<file path="src/inc/pstc_pkg.sv">
// Constants and carrier types for the port state and trunk control block.
// Assumes a single system clock and a synchronous register port master.
//
// Summary of operation
// - A port whose link is down is held in the disabled state.
// - Blocking: no forwarding and no address learning on the port.
// - Listening: no forwarding and no address learning on the port.
// - Learning: learn source addresses but do not forward traffic.
// - Forwarding: forward traffic and learn source addresses.
// - After boot reset every port starts in blocking.
// - Blocking may move only to listening or disabled.
// - Listening may move only to learning or disabled.
// - Learning may move only to forwarding or disabled.
// - Forwarding may leave only to disabled.
// - Disabled may leave only to blocking.
// - Port state gates forwarding only when spanning tree is enabled on the port.
// - Blocking is reported only while the classic protocol variant is selected.
// - At most eight static trunk groups exist in the system.
// - Members per group limited to 8 on small variant, 12 on large.
// - A port belongs to at most one trunk group at a time.
// - A port set as normal is in no trunk group.
// - Group members must share one speed and run full duplex.
// - A group is treated as one logical port with speed and duplex.
// - Each port reports an edge-port flag and a point-to-point flag.
// - On loops, lower path cost ports are preferred to stay unblocked; here the path cost is only stored per port and read back.
package pstc_pkg;

	localparam int NUM_PORTS = 24;
	localparam int NUM_GROUPS = 8;
	localparam int GROUP_LIMIT_SMALL = 8;
	localparam int GROUP_LIMIT_LARGE = 12;
	localparam int ADDR_W = 8;
	localparam int DATA_W = 32;
	localparam int COST_W = 24;

	// Register indices, one 32-bit word each
	localparam logic [ADDR_W-1:0] REG_CTRL = 8'h00;
	localparam logic [ADDR_W-1:0] REG_PORT_SEL = 8'h04;
	localparam logic [ADDR_W-1:0] REG_PORT_CFG = 8'h08;
	localparam logic [ADDR_W-1:0] REG_STATE_REQ = 8'h0c;
	localparam logic [ADDR_W-1:0] REG_PORT_STAT = 8'h10;
	localparam logic [ADDR_W-1:0] REG_PATH_COST = 8'h14;
	localparam logic [ADDR_W-1:0] REG_GROUP_STAT = 8'h18;
	localparam logic [DATA_W-1:0] UNMAPPED_READ = 32'h0000_0000;

	// CTRL fields
	localparam int CTRL_CLASSIC_BIT = 0;
	localparam int CTRL_LARGE_BIT = 1;
	// PORT_CFG fields
	localparam int CFG_STP_EN_BIT = 0;
	localparam int CFG_EDGE_BIT = 1;
	localparam int CFG_P2P_BIT = 2;
	localparam int CFG_TRUNK_EN_BIT = 3;
	localparam int CFG_GROUP_LSB = 4;
	localparam int GROUP_W = 3;
	// PORT_STAT fields
	localparam int STAT_STATE_LSB = 0;
	localparam int STAT_FWD_BIT = 4;
	localparam int STAT_LEARN_BIT = 5;
	localparam int STAT_LINK_BIT = 6;
	localparam int STAT_REJ_BIT = 7;
	localparam int STAT_CFG_REJ_BIT = 8;
	localparam int STAT_MEMBER_BIT = 9;
	localparam int STAT_SPEED_LSB = 12;
	localparam int SPEED_W = 2;
	localparam int STAT_FDX_BIT = 14;

	localparam logic [2:0] ST_DISABLED = 3'h0;
	localparam logic [2:0] ST_BLOCKING = 3'h1;
	localparam logic [2:0] ST_LISTENING = 3'h2;
	localparam logic [2:0] ST_LEARNING = 3'h3;
	localparam logic [2:0] ST_FORWARDING = 3'h4;
	// Reported when classic blocking is hidden
	localparam logic [2:0] ST_DISCARDING = 3'h5;

	typedef enum logic [4:0] {
		S_DISABLED = 5'h01,
		S_BLOCKING = 5'h02,
		S_LISTENING = 5'h04,
		S_LEARNING = 5'h08,
		S_FORWARDING = 5'h10
	} port_state_t;

	typedef struct packed {
		logic [ADDR_W-1:0] addr;
		logic [DATA_W-1:0] wdata;
		logic wr;
		logic rd;
	} reg_req_t;

	typedef struct packed {
		logic link_up;
		logic full_duplex;
		logic [SPEED_W-1:0] speed;
	} link_info_t;

endpackage : pstc_pkg

</file>
<file path="src/rtl/port_state_fsm.sv">
// One port's spanning-tree state machine with forward/learn gating.
// Assumes link status and requests are synchronous to i_mclk.
`timescale 1ns/1ps
module port_state_fsm (
	input wire logic i_mclk,
	input wire logic i_rst_n,
	input wire logic i_link_up,
	input wire logic i_stp_en,
	input wire logic i_req_valid,
	input wire logic [2:0] i_req_state,
	output logic [2:0] o_state_code,
	output logic o_forward,
	output logic o_learn,
	output logic o_reject
);
	pstc_pkg::port_state_t state_q, state_d;
	logic reject_d;
	logic reject_q;

	function automatic logic [2:0] encode(input pstc_pkg::port_state_t s);
		unique case (s)
			pstc_pkg::S_DISABLED: encode = pstc_pkg::ST_DISABLED;
			pstc_pkg::S_BLOCKING: encode = pstc_pkg::ST_BLOCKING;
			pstc_pkg::S_LISTENING: encode = pstc_pkg::ST_LISTENING;
			pstc_pkg::S_LEARNING: encode = pstc_pkg::ST_LEARNING;
			pstc_pkg::S_FORWARDING: encode = pstc_pkg::ST_FORWARDING;
			default: encode = pstc_pkg::ST_DISABLED;
		endcase
	endfunction : encode

	always_comb begin
		state_d = state_q;
		reject_d = 1'b0;
		if (!i_link_up) begin
			state_d = pstc_pkg::S_DISABLED;
			reject_d = i_req_valid && (i_req_state != pstc_pkg::ST_DISABLED);
		end else if (i_req_valid) begin
			reject_d = 1'b1;
			unique case (state_q)
				pstc_pkg::S_BLOCKING: begin
					if (i_req_state == pstc_pkg::ST_LISTENING) begin
						state_d = pstc_pkg::S_LISTENING;
						reject_d = 1'b0;
					end
				end
				pstc_pkg::S_LISTENING: begin
					if (i_req_state == pstc_pkg::ST_LEARNING) begin
						state_d = pstc_pkg::S_LEARNING;
						reject_d = 1'b0;
					end
				end
				pstc_pkg::S_LEARNING: begin
					if (i_req_state == pstc_pkg::ST_FORWARDING) begin
						state_d = pstc_pkg::S_FORWARDING;
						reject_d = 1'b0;
					end
				end
				pstc_pkg::S_FORWARDING: begin
					reject_d = 1'b1;
				end
				pstc_pkg::S_DISABLED: begin
					if (i_req_state == pstc_pkg::ST_BLOCKING) begin
						state_d = pstc_pkg::S_BLOCKING;
						reject_d = 1'b0;
					end
				end
			endcase
			// Any state may fall to disabled on request
			if (i_req_state == pstc_pkg::ST_DISABLED && state_q != pstc_pkg::S_DISABLED) begin
				state_d = pstc_pkg::S_DISABLED;
				reject_d = 1'b0;
			end
		end
	end

	always_ff @(posedge i_mclk or negedge i_rst_n) begin
		if (!i_rst_n) begin
			state_q <= pstc_pkg::S_BLOCKING;
		end else begin
			state_q <= state_d;
		end
	end

	always_ff @(posedge i_mclk or negedge i_rst_n) begin
		if (!i_rst_n) begin
			reject_q <= 1'b0;
		end else begin
			reject_q <= reject_d;
		end
	end

	// Spanning tree off: traffic passes regardless of state
	always_ff @(posedge i_mclk or negedge i_rst_n) begin
		if (!i_rst_n) begin
			o_forward <= 1'b0;
			o_learn <= 1'b0;
		end else begin
			o_forward <= i_link_up && (!i_stp_en || state_d == pstc_pkg::S_FORWARDING);
			o_learn <= i_link_up && (!i_stp_en || state_d == pstc_pkg::S_FORWARDING
				|| state_d == pstc_pkg::S_LEARNING);
		end
	end

	assign o_state_code = encode(state_q);
	assign o_reject = reject_q;

endmodule : port_state_fsm

</file>
<file path="src/rtl/port_state_trunk_ctrl.sv">
// Per-port state machines, trunk membership and the register port.
// Assumes a master that keeps strobes one cycle wide and never both at once.
`timescale 1ns/1ps
module port_state_trunk_ctrl #(
	parameter int NUM_PORTS = pstc_pkg::NUM_PORTS,
	parameter int NUM_GROUPS = pstc_pkg::NUM_GROUPS
) (
	input wire logic i_mclk,
	input wire logic i_rstn,
	input wire logic [pstc_pkg::ADDR_W-1:0] i_addr,
	input wire logic [pstc_pkg::DATA_W-1:0] i_wdata,
	input wire logic i_wr,
	input wire logic i_rd,
	input wire logic [NUM_PORTS-1:0] i_link_up,
	input wire logic [NUM_PORTS-1:0] i_full_duplex,
	input wire logic [NUM_PORTS*pstc_pkg::SPEED_W-1:0] i_speed,
	output logic [pstc_pkg::DATA_W-1:0] o_rdata,
	output logic [NUM_PORTS-1:0] o_forward,
	output logic [NUM_PORTS-1:0] o_learn,
	output logic [NUM_PORTS-1:0] o_edge_port,
	output logic [NUM_PORTS-1:0] o_point_to_point_flag,
	output logic [NUM_PORTS-1:0] o_trunk_member,
	output logic [NUM_PORTS*pstc_pkg::GROUP_W-1:0] o_group_id
);
	localparam int PSEL_W = $clog2(NUM_PORTS);
	localparam int CNT_W = $clog2(NUM_PORTS + 1);

	// ****************************************
	// Reset release
	// ****************************************
	logic rst_meta_q;
	logic rst_n_q;
	always_ff @(posedge i_mclk or negedge i_rstn) begin
		if (!i_rstn) begin
			rst_meta_q <= 1'b0;
			rst_n_q <= 1'b0;
		end else begin
			rst_meta_q <= 1'b1;
			rst_n_q <= rst_meta_q;
		end
	end

	// ****************************************
	// Register decode
	// ****************************************
	pstc_pkg::reg_req_t req;
	assign req = '{addr: i_addr, wdata: i_wdata, wr: i_wr, rd: i_rd};

	function automatic logic hit(input pstc_pkg::reg_req_t r, input logic [pstc_pkg::ADDR_W-1:0] a);
		hit = (r.addr == a);
	endfunction : hit

	logic classic_q;
	logic large_q;
	logic [PSEL_W-1:0] psel_q;
	logic [NUM_PORTS-1:0] stp_en_q;
	logic [NUM_PORTS-1:0] edge_q;
	logic [NUM_PORTS-1:0] p2p_q;
	logic [NUM_PORTS-1:0] trunk_en_q;
	logic [pstc_pkg::GROUP_W-1:0] grp_q [NUM_PORTS];
	logic [pstc_pkg::COST_W-1:0] cost_q [NUM_PORTS];
	logic [NUM_PORTS-1:0] cfg_rej_q;

	logic psel_ok;
	assign psel_ok = (32'(psel_q) < NUM_PORTS);

	always_ff @(posedge i_mclk or negedge rst_n_q) begin
		if (!rst_n_q) begin
			classic_q <= 1'b1;
			large_q <= 1'b1;
		end else if (req.wr && hit(req, pstc_pkg::REG_CTRL)) begin
			classic_q <= req.wdata[pstc_pkg::CTRL_CLASSIC_BIT];
			large_q <= req.wdata[pstc_pkg::CTRL_LARGE_BIT];
		end
	end

	always_ff @(posedge i_mclk or negedge rst_n_q) begin
		if (!rst_n_q) begin
			psel_q <= '0;
		end else if (req.wr && hit(req, pstc_pkg::REG_PORT_SEL)) begin
			psel_q <= req.wdata[PSEL_W-1:0];
		end
	end

	// ****************************************
	// Trunk membership check
	// ****************************************
	logic [pstc_pkg::GROUP_W-1:0] new_grp;
	logic new_trunk;
	logic [CNT_W-1:0] members;
	logic [CNT_W-1:0] limit;
	logic ref_found;
	logic [pstc_pkg::SPEED_W-1:0] ref_speed;
	logic cfg_ok;

	assign new_grp = req.wdata[pstc_pkg::CFG_GROUP_LSB +: pstc_pkg::GROUP_W];
	assign new_trunk = req.wdata[pstc_pkg::CFG_TRUNK_EN_BIT];
	assign limit = large_q ? CNT_W'(pstc_pkg::GROUP_LIMIT_LARGE)
		: CNT_W'(pstc_pkg::GROUP_LIMIT_SMALL);

	always_comb begin
		members = '0;
		ref_found = 1'b0;
		ref_speed = '0;
		for (int p = 0; p < NUM_PORTS; p++) begin
			if (trunk_en_q[p] && grp_q[p] == new_grp && 32'(psel_q) != p) begin
				members = members + CNT_W'(1);
				if (!ref_found) begin
					ref_found = 1'b1;
					ref_speed = i_speed[p*pstc_pkg::SPEED_W +: pstc_pkg::SPEED_W];
				end
			end
		end
	end

	// Checked at join time only; a later speed change is left to software
	always_comb begin
		cfg_ok = 1'b1;
		if (new_trunk) begin
			if (members >= limit) begin
				cfg_ok = 1'b0;
			end
			if (!i_full_duplex[psel_q]) begin
				cfg_ok = 1'b0;
			end
			if (ref_found && ref_speed != i_speed[psel_q*pstc_pkg::SPEED_W +: pstc_pkg::SPEED_W]) begin
				cfg_ok = 1'b0;
			end
		end
	end

	logic cfg_wr;
	assign cfg_wr = req.wr && hit(req, pstc_pkg::REG_PORT_CFG) && psel_ok;

	// ****************************************
	// Per-port state and configuration
	// ****************************************
	logic [2:0] state_code [NUM_PORTS];
	logic [NUM_PORTS-1:0] rejected;

	genvar g;
	generate
		for (g = 0; g < NUM_PORTS; g++) begin : g_port
			logic req_v;
			assign req_v = req.wr && hit(req, pstc_pkg::REG_STATE_REQ) && 32'(psel_q) == g;

			always_ff @(posedge i_mclk or negedge rst_n_q) begin
				if (!rst_n_q) begin
					stp_en_q[g] <= 1'b1;
					edge_q[g] <= 1'b0;
					p2p_q[g] <= 1'b0;
				end else if (cfg_wr && 32'(psel_q) == g) begin
					stp_en_q[g] <= req.wdata[pstc_pkg::CFG_STP_EN_BIT];
					edge_q[g] <= req.wdata[pstc_pkg::CFG_EDGE_BIT];
					p2p_q[g] <= req.wdata[pstc_pkg::CFG_P2P_BIT];
				end
			end

			// Single group field per port: one group at most
			always_ff @(posedge i_mclk or negedge rst_n_q) begin
				if (!rst_n_q) begin
					trunk_en_q[g] <= 1'b0;
					grp_q[g] <= '0;
					cfg_rej_q[g] <= 1'b0;
				end else if (cfg_wr && 32'(psel_q) == g) begin
					cfg_rej_q[g] <= !cfg_ok;
					if (!new_trunk) begin
						trunk_en_q[g] <= 1'b0;
					end else if (cfg_ok) begin
						trunk_en_q[g] <= 1'b1;
						grp_q[g] <= new_grp;
					end
				end
			end

			always_ff @(posedge i_mclk or negedge rst_n_q) begin
				if (!rst_n_q) begin
					cost_q[g] <= '0;
				end else if (req.wr && hit(req, pstc_pkg::REG_PATH_COST) && 32'(psel_q) == g) begin
					cost_q[g] <= req.wdata[pstc_pkg::COST_W-1:0];
				end
			end

			port_state_fsm u_fsm (
				.i_mclk(i_mclk),
				.i_rst_n(rst_n_q),
				.i_link_up(i_link_up[g]),
				.i_stp_en(stp_en_q[g]),
				.i_req_valid(req_v),
				.i_req_state(req.wdata[2:0]),
				.o_state_code(state_code[g]),
				.o_forward(o_forward[g]),
				.o_learn(o_learn[g]),
				.o_reject(rejected[g])
			);

			assign o_edge_port[g] = edge_q[g];
			assign o_point_to_point_flag[g] = p2p_q[g];
			assign o_trunk_member[g] = trunk_en_q[g];
			assign o_group_id[g*pstc_pkg::GROUP_W +: pstc_pkg::GROUP_W] = grp_q[g];
		end
	endgenerate

	// ****************************************
	// Group logical port view
	// ****************************************
	logic [NUM_GROUPS-1:0] grp_up;
	logic [NUM_GROUPS-1:0] grp_fdx;
	logic [pstc_pkg::SPEED_W-1:0] grp_speed [NUM_GROUPS];
	always_comb begin
		grp_up = '0;
		grp_fdx = '0;
		for (int k = 0; k < NUM_GROUPS; k++) begin
			grp_speed[k] = '0;
		end
		for (int p = 0; p < NUM_PORTS; p++) begin
			if (trunk_en_q[p] && i_link_up[p]) begin
				grp_up[grp_q[p]] = 1'b1;
				grp_fdx[grp_q[p]] = i_full_duplex[p];
				grp_speed[grp_q[p]] = i_speed[p*pstc_pkg::SPEED_W +: pstc_pkg::SPEED_W];
			end
		end
	end

	// ****************************************
	// Read data
	// ****************************************
	logic [2:0] shown_state;
	// Hiding blocking keeps rapid-mode reports free of the classic term
	assign shown_state = (state_code[psel_q] == pstc_pkg::ST_BLOCKING && !classic_q)
		? pstc_pkg::ST_DISCARDING : state_code[psel_q];

	logic [pstc_pkg::DATA_W-1:0] rdata_d;
	always_comb begin
		rdata_d = pstc_pkg::UNMAPPED_READ;
		if (hit(req, pstc_pkg::REG_CTRL)) begin
			rdata_d[pstc_pkg::CTRL_CLASSIC_BIT] = classic_q;
			rdata_d[pstc_pkg::CTRL_LARGE_BIT] = large_q;
		end else if (hit(req, pstc_pkg::REG_PORT_SEL)) begin
			rdata_d[PSEL_W-1:0] = psel_q;
		end else if (hit(req, pstc_pkg::REG_PORT_CFG) && psel_ok) begin
			rdata_d[pstc_pkg::CFG_STP_EN_BIT] = stp_en_q[psel_q];
			rdata_d[pstc_pkg::CFG_EDGE_BIT] = edge_q[psel_q];
			rdata_d[pstc_pkg::CFG_P2P_BIT] = p2p_q[psel_q];
			rdata_d[pstc_pkg::CFG_TRUNK_EN_BIT] = trunk_en_q[psel_q];
			rdata_d[pstc_pkg::CFG_GROUP_LSB +: pstc_pkg::GROUP_W] = grp_q[psel_q];
		end else if (hit(req, pstc_pkg::REG_PORT_STAT) && psel_ok) begin
			rdata_d[pstc_pkg::STAT_STATE_LSB +: 3] = shown_state;
			rdata_d[pstc_pkg::STAT_FWD_BIT] = o_forward[psel_q];
			rdata_d[pstc_pkg::STAT_LEARN_BIT] = o_learn[psel_q];
			rdata_d[pstc_pkg::STAT_LINK_BIT] = i_link_up[psel_q];
			rdata_d[pstc_pkg::STAT_REJ_BIT] = rejected[psel_q];
			rdata_d[pstc_pkg::STAT_CFG_REJ_BIT] = cfg_rej_q[psel_q];
			rdata_d[pstc_pkg::STAT_MEMBER_BIT] = trunk_en_q[psel_q];
		end else if (hit(req, pstc_pkg::REG_PATH_COST) && psel_ok) begin
			rdata_d[pstc_pkg::COST_W-1:0] = cost_q[psel_q];
		end else if (hit(req, pstc_pkg::REG_GROUP_STAT)) begin
			// Port select low bits pick the group
			rdata_d[pstc_pkg::STAT_LINK_BIT] = grp_up[psel_q[pstc_pkg::GROUP_W-1:0]];
			rdata_d[pstc_pkg::STAT_SPEED_LSB +: pstc_pkg::SPEED_W] =
				grp_speed[psel_q[pstc_pkg::GROUP_W-1:0]];
			rdata_d[pstc_pkg::STAT_FDX_BIT] = grp_fdx[psel_q[pstc_pkg::GROUP_W-1:0]];
		end
	end

	always_ff @(posedge i_mclk or negedge rst_n_q) begin
		if (!rst_n_q) begin
			o_rdata <= '0;
		end else if (req.rd) begin
			o_rdata <= rdata_d;
		end else begin
			o_rdata <= '0;
		end
	end

endmodule : port_state_trunk_ctrl

</file>
<file path="config.mk">
export PLATFORM = sky130hd
export DESIGN_NAME = port_state_trunk_ctrl
export DESIGN_NICKNAME = d
export VERILOG_FILES = /design/src/inc/pstc_pkg.sv /design/src/rtl/port_state_fsm.sv /design/src/rtl/port_state_trunk_ctrl.sv
export SDC_FILE = /design/constraint.sdc
export NUM_CORES = 2
export LEC_CHECK = 0
export ABC_AREA = 1
export BUFFER_PORTS_ARGS = -buffer_cell sky130_fd_sc_hd__buf_2
export CORE_AREA = 2 2 416 418
export DETAILED_ROUTE_END_ITERATION = 12
export DIE_AREA = 0 0 418 420
export PLACE_DENSITY = 0.56
export SLEW_MARGIN = 20
export SYNTH_ARGS = -nofsm -noshare
export SYNTH_HDL_FRONTEND = slang
export SYNTH_SLANG_ARGS = --single-unit
</file>
<file path="constraint.sdc">
create_clock -name i_mclk -period 79.1 [get_ports i_mclk]
set_input_delay 15.82 -clock i_mclk [delete_from_list [all_inputs] [get_ports i_mclk]]
set_output_delay 15.82 -clock i_mclk [all_outputs]
set_load 0.005 [all_outputs]
</file>
== Word level (Yosys, flattened, before mapping) ==
Index checks and enable logic that the tools add are counted.

* Word-level logic and storage cells: 1843
* Input port bits: 140
* Register bits after elaboration: 1001

* Order comparisons: 102
* Reduce and logical (&&, ||, !) cells: 426
* Bitwise operators: 51
* $add $sub $neg: 23
* Shifts and indexed selects: 1
* Eq/ne operators: 275
* Mux-type cells: 695

{| class="wikitable"
|+ Operators with widths
! operator !! count
|-
| 5-bit 2-to-1 mux || 197
|-
| 5-bit one-hot mux with 4 select lines || 24
|-
| 16-bit 2-to-1 mux || 24
|-
| 8-bit 2-to-1 mux || 48
|-
| 16-bit bitwise mux || 23
|-
| 1-bit logical AND || 299
|-
| 3-bit one-hot mux with 4 select lines || 24
|-
| 5-bit by 4-bit equality test with 1-bit output, second input constant || 56
|-
| 5-bit equality test, second input constant || 56
|-
| 8-bit bitwise mux || 23
|-
| 8-bit bitwise OR || 23
|-
| 2-bit 2-to-1 mux || 74
|-
| 1-bit 2-to-1 mux || 146
|-
| 2-bit demux with 3-bit select || 24
|-
| 5-bit by 3-bit equality test with 1-bit output, second input constant || 28
|-
| 5-bit by 2-bit equality test with 1-bit output, second input constant || 26
|-
| 5-bit by 1-bit equality test with 1-bit output, second input constant || 25
|-
| 5-bit by 1-bit != test with 1-bit output, second input constant || 25
|-
| 24-bit binary-select mux with 5-bit select || 1
|-
| 1-bit one-hot mux with 5 select lines || 24
|-
| 5-bit by 1-bit adder with 5-bit output, second input constant || 23
|-
| 4-bit >= comparator, second input constant || 25
|-
| 3-bit by 4-bit < comparator with 1-bit output, second input constant || 25
|-
| 3-bit NOT with 4-bit output || 25
|-
| 46 further kinds || 305
|}

== Depth between registers and ports, before layout ==
* Depth in word-level cells: 63
* Depth in mapped cells: 90
* Mapped depth without buffers: 88

== Modules after synthesis ==
From an unflattened synthesis, not the netlist that was laid out.

* Cell total of the unflattened synthesis: 9522
* Area total of the unflattened synthesis: 66453.7 µm²

{| class="wikitable"
|+ By module, submodules not included
! module !! cells each !! instances !! area an instance (µm²)
|-
| port_state_trunk_ctrl || 6714 || 1 || 48946.9
|-
| port_state_fsm || 117 || 24 || 729.4
|}

== Worst setup path after synthesis ==
No wires, ideal clock.

* Path kind: input to register
* Start: input i_wdata[6] (netlist name)
* End: register trunk_en_q[19] (netlist: o_trunk_member[19])
* Arrival: 27.826 ns
* Buffers on the path: 3
* Slack: 51.156 ns
* Cell stages on the path: 80
* Required time: 78.982 ns
* Cells stage by stage: buf_2 > buf_1 > xor2_1 > nor4_1 > ha_1 > inv_1 > nand2_1 > nand2_1 > inv_1 > ha_1 > nor2_1 > nor2_1 > ha_1 > nand2_1 > nand2_1 > xnor2_1 > o21ai_0 > ha_1 > [44 not listed] > nor2_2 > o31ai_1 > ha_1 > nand2_1 > nand2_1 > ha_1 > nand4_1 > nand2_1 > ha_1 > nand3_1 > nand2_1 > nand3_2 > nand4_2 > nand2_1 > buf_2 > nand2_1 > nand2_1 > nand2_1

* Cells in the longest elaborated chain, start to end: 57
* Elaborated cells on any way between the ends: 199
* Classes of those cells: add/sub: 23; order compare: 1; eq/ne: 26; mux: 99; reduce/logical: 50

{| class="wikitable"
|+ Ends and longest elaborated chain
! item !! line !! RTL
|-
| from (decl) || port_state_trunk_ctrl.sv:11 || <nowiki>input wire logic [pstc_pkg::DATA_W-1:0] i_wdata,</nowiki>
|-
| 3-bit equality test || port_state_trunk_ctrl.sv:106 || <nowiki>if (trunk_en_q[p] && grp_q[p] == new_grp && 32'(psel_q) != p) begin</nowiki>
|-
| 1-bit logical AND (2 in series) || port_state_trunk_ctrl.sv:106 ||
|-
| 1-bit 2-to-1 mux || port_state_trunk_ctrl.sv:106 ||
|-
| 5-bit by 1-bit adder with 5-bit output || port_state_trunk_ctrl.sv:107 || <nowiki>members = members + CNT_W'(1);</nowiki>
|-
| 5-bit 2-to-1 mux || port_state_trunk_ctrl.sv:106 ||
|-
| 5-bit by 1-bit adder with 5-bit output || port_state_trunk_ctrl.sv:107 ||
|-
| 5-bit 2-to-1 mux || port_state_trunk_ctrl.sv:106 ||
|-
| 5-bit by 1-bit adder with 5-bit output || port_state_trunk_ctrl.sv:107 ||
|-
| [40 not listed] || - ||
|-
| 5-bit 2-to-1 mux || port_state_trunk_ctrl.sv:106 ||
|-
| 5-bit by 4-bit >= comparator with 1-bit output || port_state_trunk_ctrl.sv:120 || <nowiki>if (members >= limit) begin</nowiki>
|-
| 1-bit 2-to-1 mux || port_state_trunk_ctrl.sv:120 ||
|-
| 1-bit 2-to-1 mux || port_state_trunk_ctrl.sv:123 || <nowiki>if (!i_full_duplex[psel_q]) begin</nowiki>
|-
| 1-bit 2-to-1 mux (*) || port_state_trunk_ctrl.sv:126 || <nowiki>if (ref_found && ref_speed != i_speed[psel_q*pstc_pkg::SPEED_W +: pstc_pkg::SPEED_W]) begin</nowiki>
|-
| 1-bit 2-to-1 mux (*) || port_state_trunk_ctrl.sv:119 || <nowiki>if (new_trunk) begin</nowiki>
|-
| 2-bit by 1-bit != test with 1-bit output (no line) (*) || - ||
|-
| 2-bit AND reduction (no line) (*) || - ||
|-
| to (signal, indexed assignment) || port_state_trunk_ctrl.sv:162 || <nowiki>trunk_en_q[g] <= 1'b0;</nowiki>
|-
| to (signal, indexed assignment) || port_state_trunk_ctrl.sv:168 || <nowiki>trunk_en_q[g] <= 1'b0;</nowiki>
|-
| to (signal, indexed assignment) || port_state_trunk_ctrl.sv:170 || <nowiki>trunk_en_q[g] <= 1'b1;</nowiki>
|-
| to (decl) || port_state_trunk_ctrl.sv:59 || <nowiki>logic [NUM_PORTS-1:0] trunk_en_q;</nowiki>
|}

Every way passes the cells marked *; elsewhere a longest branch is shown, timed or not.
A chain may end at the register's enable or synchronous reset.

== Final worst setup path ==
* Start: input i_wdata[5] (netlist name)
* End: register trunk_en_q[1] (netlist: o_trunk_member[1])

The elaborated chain is that of the path after synthesis.

==> out/metrics.cfg <==
[drt]
wl_per_cell_um=26.06
drcViolationCount=0
dr_total_vias=63750
post_drt_via_cell_ratio=5.833
drt_iter0_drc=7833
drt-pass1-iter-count=7
drt_wl_total_um=284900
ant_nets=0

[power_and_ir_drop]
intPower_uw=843.3
clockPowerShare_pct=47.1
total_power_uw=1161
switching_power_uw=318.0
p_comb_share_pct=8.7
seq_power_share_pct=44.2
cellLeakagePower_uw=0.03109
power_density_nw_per_um2=16.95
ir_drop_v=0.00002261
switching_share_pct=27.38

[critical_path]
cp-end-kind=flop
crit_fanout=31
crit_arrival_ns=30.72
crit_top_cell=nand2_1
cp_slowest_stage_delay_ns=0.97
cp-start-kind=input pin
setup.worst_path.class=in2reg
required_ns=79.74
crit_slowest_cell=nand2_2

[clock_tree]
cts_sinks=993
postCtsHoldBufs=0
cts_max_path_buffers=3
cts_tree=built
post_cts_buffers=0
cts.htree.levels=3
root_buffer=clkbuf_16
cts_resized=0
clk_pin_slew_worst_paths_ns=0.06
cts_inserted_buffers=111
clk_latency_ns=0.80

[logic_synthesis]
netlist_area_um2=61340
dominantRegCellSynth=dfrtp_1
synth_cells=8522
synth-async-reset-ratio_pct=100.0
ys_types=77
ys_ff_latch=993
synth_most_common_cell=nand2_1
yosys_warnings=0
ys_seq_area_share_pct=40.61
netlist_top_cells_count=2032 x nand2_1, 1062 x o21ai_0, 975 x inv_1
yosys.area.top_type_share_pct=38.47
synth_top_area_cell=dfrtp_1
synth_enable_flop_cells=0
avgSynthCellArea_um2=7.197
synth_area_leaders=dfrtp_1 38%, nand2_1 12%, o21ai_0 8.7%

[global_route]
antenna_found_initial=16
grt_pass1_wl_um=411500
grt_overflow=0
grt_pass1_vias=59130
grtUsageTotal_pct=31.60
grt_max_degree=164

[sta]
maxSlewViolCount=0
fin_crit_sh_pct=38.03
hold_viol=0
fin_skew_ns=0.09550
slew_headroom_pct=19.28
holdWs_ns=0.2724
grt_setup_unrepaired=false
worst_pin_slew_ns=1.206
fmaxAchievable_mhz=33.24
setup_violations=0
fin_setup_tns_ns=0
post-route-min-period_ns=30.08

[layout]
syn_to_final_growth_pct=11.73
nNetsFinal=8769
fin_cells=10930
stdcell_area_um2=68530
drive_gt1_share_pct=10.06

[placed_design]
hpwl_um=199300
placed_cells=10720
placed_cell_area_um2=64640
port_buffers=347
gp_congestion=1.008

[min_path]
hold_path_class=reg2async

[floorplan]
die_w_um=418
core_um2=171000
ios=364
start_util_pct=35.87
die_area_um2=175600
die_h_um=420
row_count=152

[run]
max_cap_viol_count=0

[run_status]
outcome=completed

-- routing by layer --
layer / vias up / share of wire (%) / track usage, %
li1: 29180 / - / -
met1: 31050 / 42 / 42.76
met2: 2950 / 44 / 48.87
met3: 565 / 7.6 / 4.574
met4: 8 / 6.1 / 16.64
met5: - / 0.016 / 0
-- layout make-up --
type                            count  area [µm²]
Fill cell                       18010      102400
Multi-Input combinational cell   6024       30480
Sequential cell                   993       24920
Inverter                         1008        3806
Clock buffer                      154        3119
Tap cell                         2233        2794
Timing Repair Buffer              465        2654
Clock inverter                     52       759.5
Antenna cell                        1       2.502
-- metrics by stage --
step	worst slack (ns)	utilization, %
6_report	49.02	40.08
5_1_grt	47.79	40.08
4_1_cts	49.19	40.08
3_5_place_dp	48.41	37.81
3_3_place_gp	48.60	37.80
2_1_floorplan	49.46	-
-- state kept, by name (all words and copies together) (netlist names), 5 cells and up --
| signal | flops |
|---|---|
| o_point_to_point_flag | 24 |
| g_port.u_fsm.o_reject | 24 |
| cfg_rej_q | 24 |
| stp_en_q | 24 |
| o_rdata | 24 |
| psel_q | 5 |
| g_port.u_fsm.o_learn | 24 |
| o_trunk_member | 24 |
| o_edge_port | 24 |
| o_group_id | 72 |
| cost_q | 576 |
| g_port.u_fsm.o_forward | 24 |
| g_port.u_fsm.state_q | 120 |
-- worst paths after layout --
kind / from / end / slack [ns] / cells after the start
max: i_wdata[5] / o_trunk_member[1] / 49.02 / 80
min: rst_n_q / cost_q[504] / 0.27 / 0
max reg2reg: psel_q[3] / o_trunk_member[1] / 63.37 / 80
min reg2reg: rst_n_q / cost_q[504] / 0.27 / 0
max in group asynchronous: i_rstn / rst_n_q / 64.11 / 1
min in group i_mclk: rst_meta_q / rst_n_q / 0.36 / 0
-- worst max-delay path: cells and delay by family --
family,cells,cell delay [ns]
xor gates and xnor gates,1,0.14
and+or+nand+nor,50,8.02
buffers and inverters,6,0.93
adders and majority gates,14,3.95
AOI/OAI and AO/OA,9,1.80
-- logic make-up after synthesis --
| logic type | count (synthesis) | share of synthesized area (%) |
|---|---|---|
| AND/OR/NAND/NOR | 3565 | 24.81 |
| buffers and inverters | 1512 | 9.949 |
| flip-flops | 993 | 40.61 |
| XOR/XNOR | 30 | 0.4284 |
| adder cells (fa/ha/maj) | 26 | 0.5304 |
| other | 2 | 0.01224 |
| AO/OA/AOI/OAI | 2394 | 23.66 |
-- power groups by stage --
| stage | clock [µW] | sequential [µW] | combinational (µW) |
|---|---|---|---|
| 6_report | 547 | 513 | 101 |
| 2_1_floorplan | 0 | 529 | 47.2 |
| 3_5_place_dp | 0 | 522 | 98.1 |
| 3_3_place_gp | 0 | 522 | 97.9 |
| 4_1_cts | 558 | 513 | 98.5 |
| 5_1_grt | 579 | 513 | 105 |
-- cell usage in the layout, fill, tap and decap left out, types with 91 or more instances in the layout --
master     instances
nor2_1           690
nor3_1           120
a21oi_1          323
nand2_1         2007
buf_2            346
inv_1            972
dfrtp_1          941
nor4_1            91
clkbuf_16        111
o211ai_1         278
o21ai_0         1062
nand3_1          301
nand4_1          172
a22oi_1          224
o22ai_1          161
buf_4            116
Power figures use the tool's default switching activity.
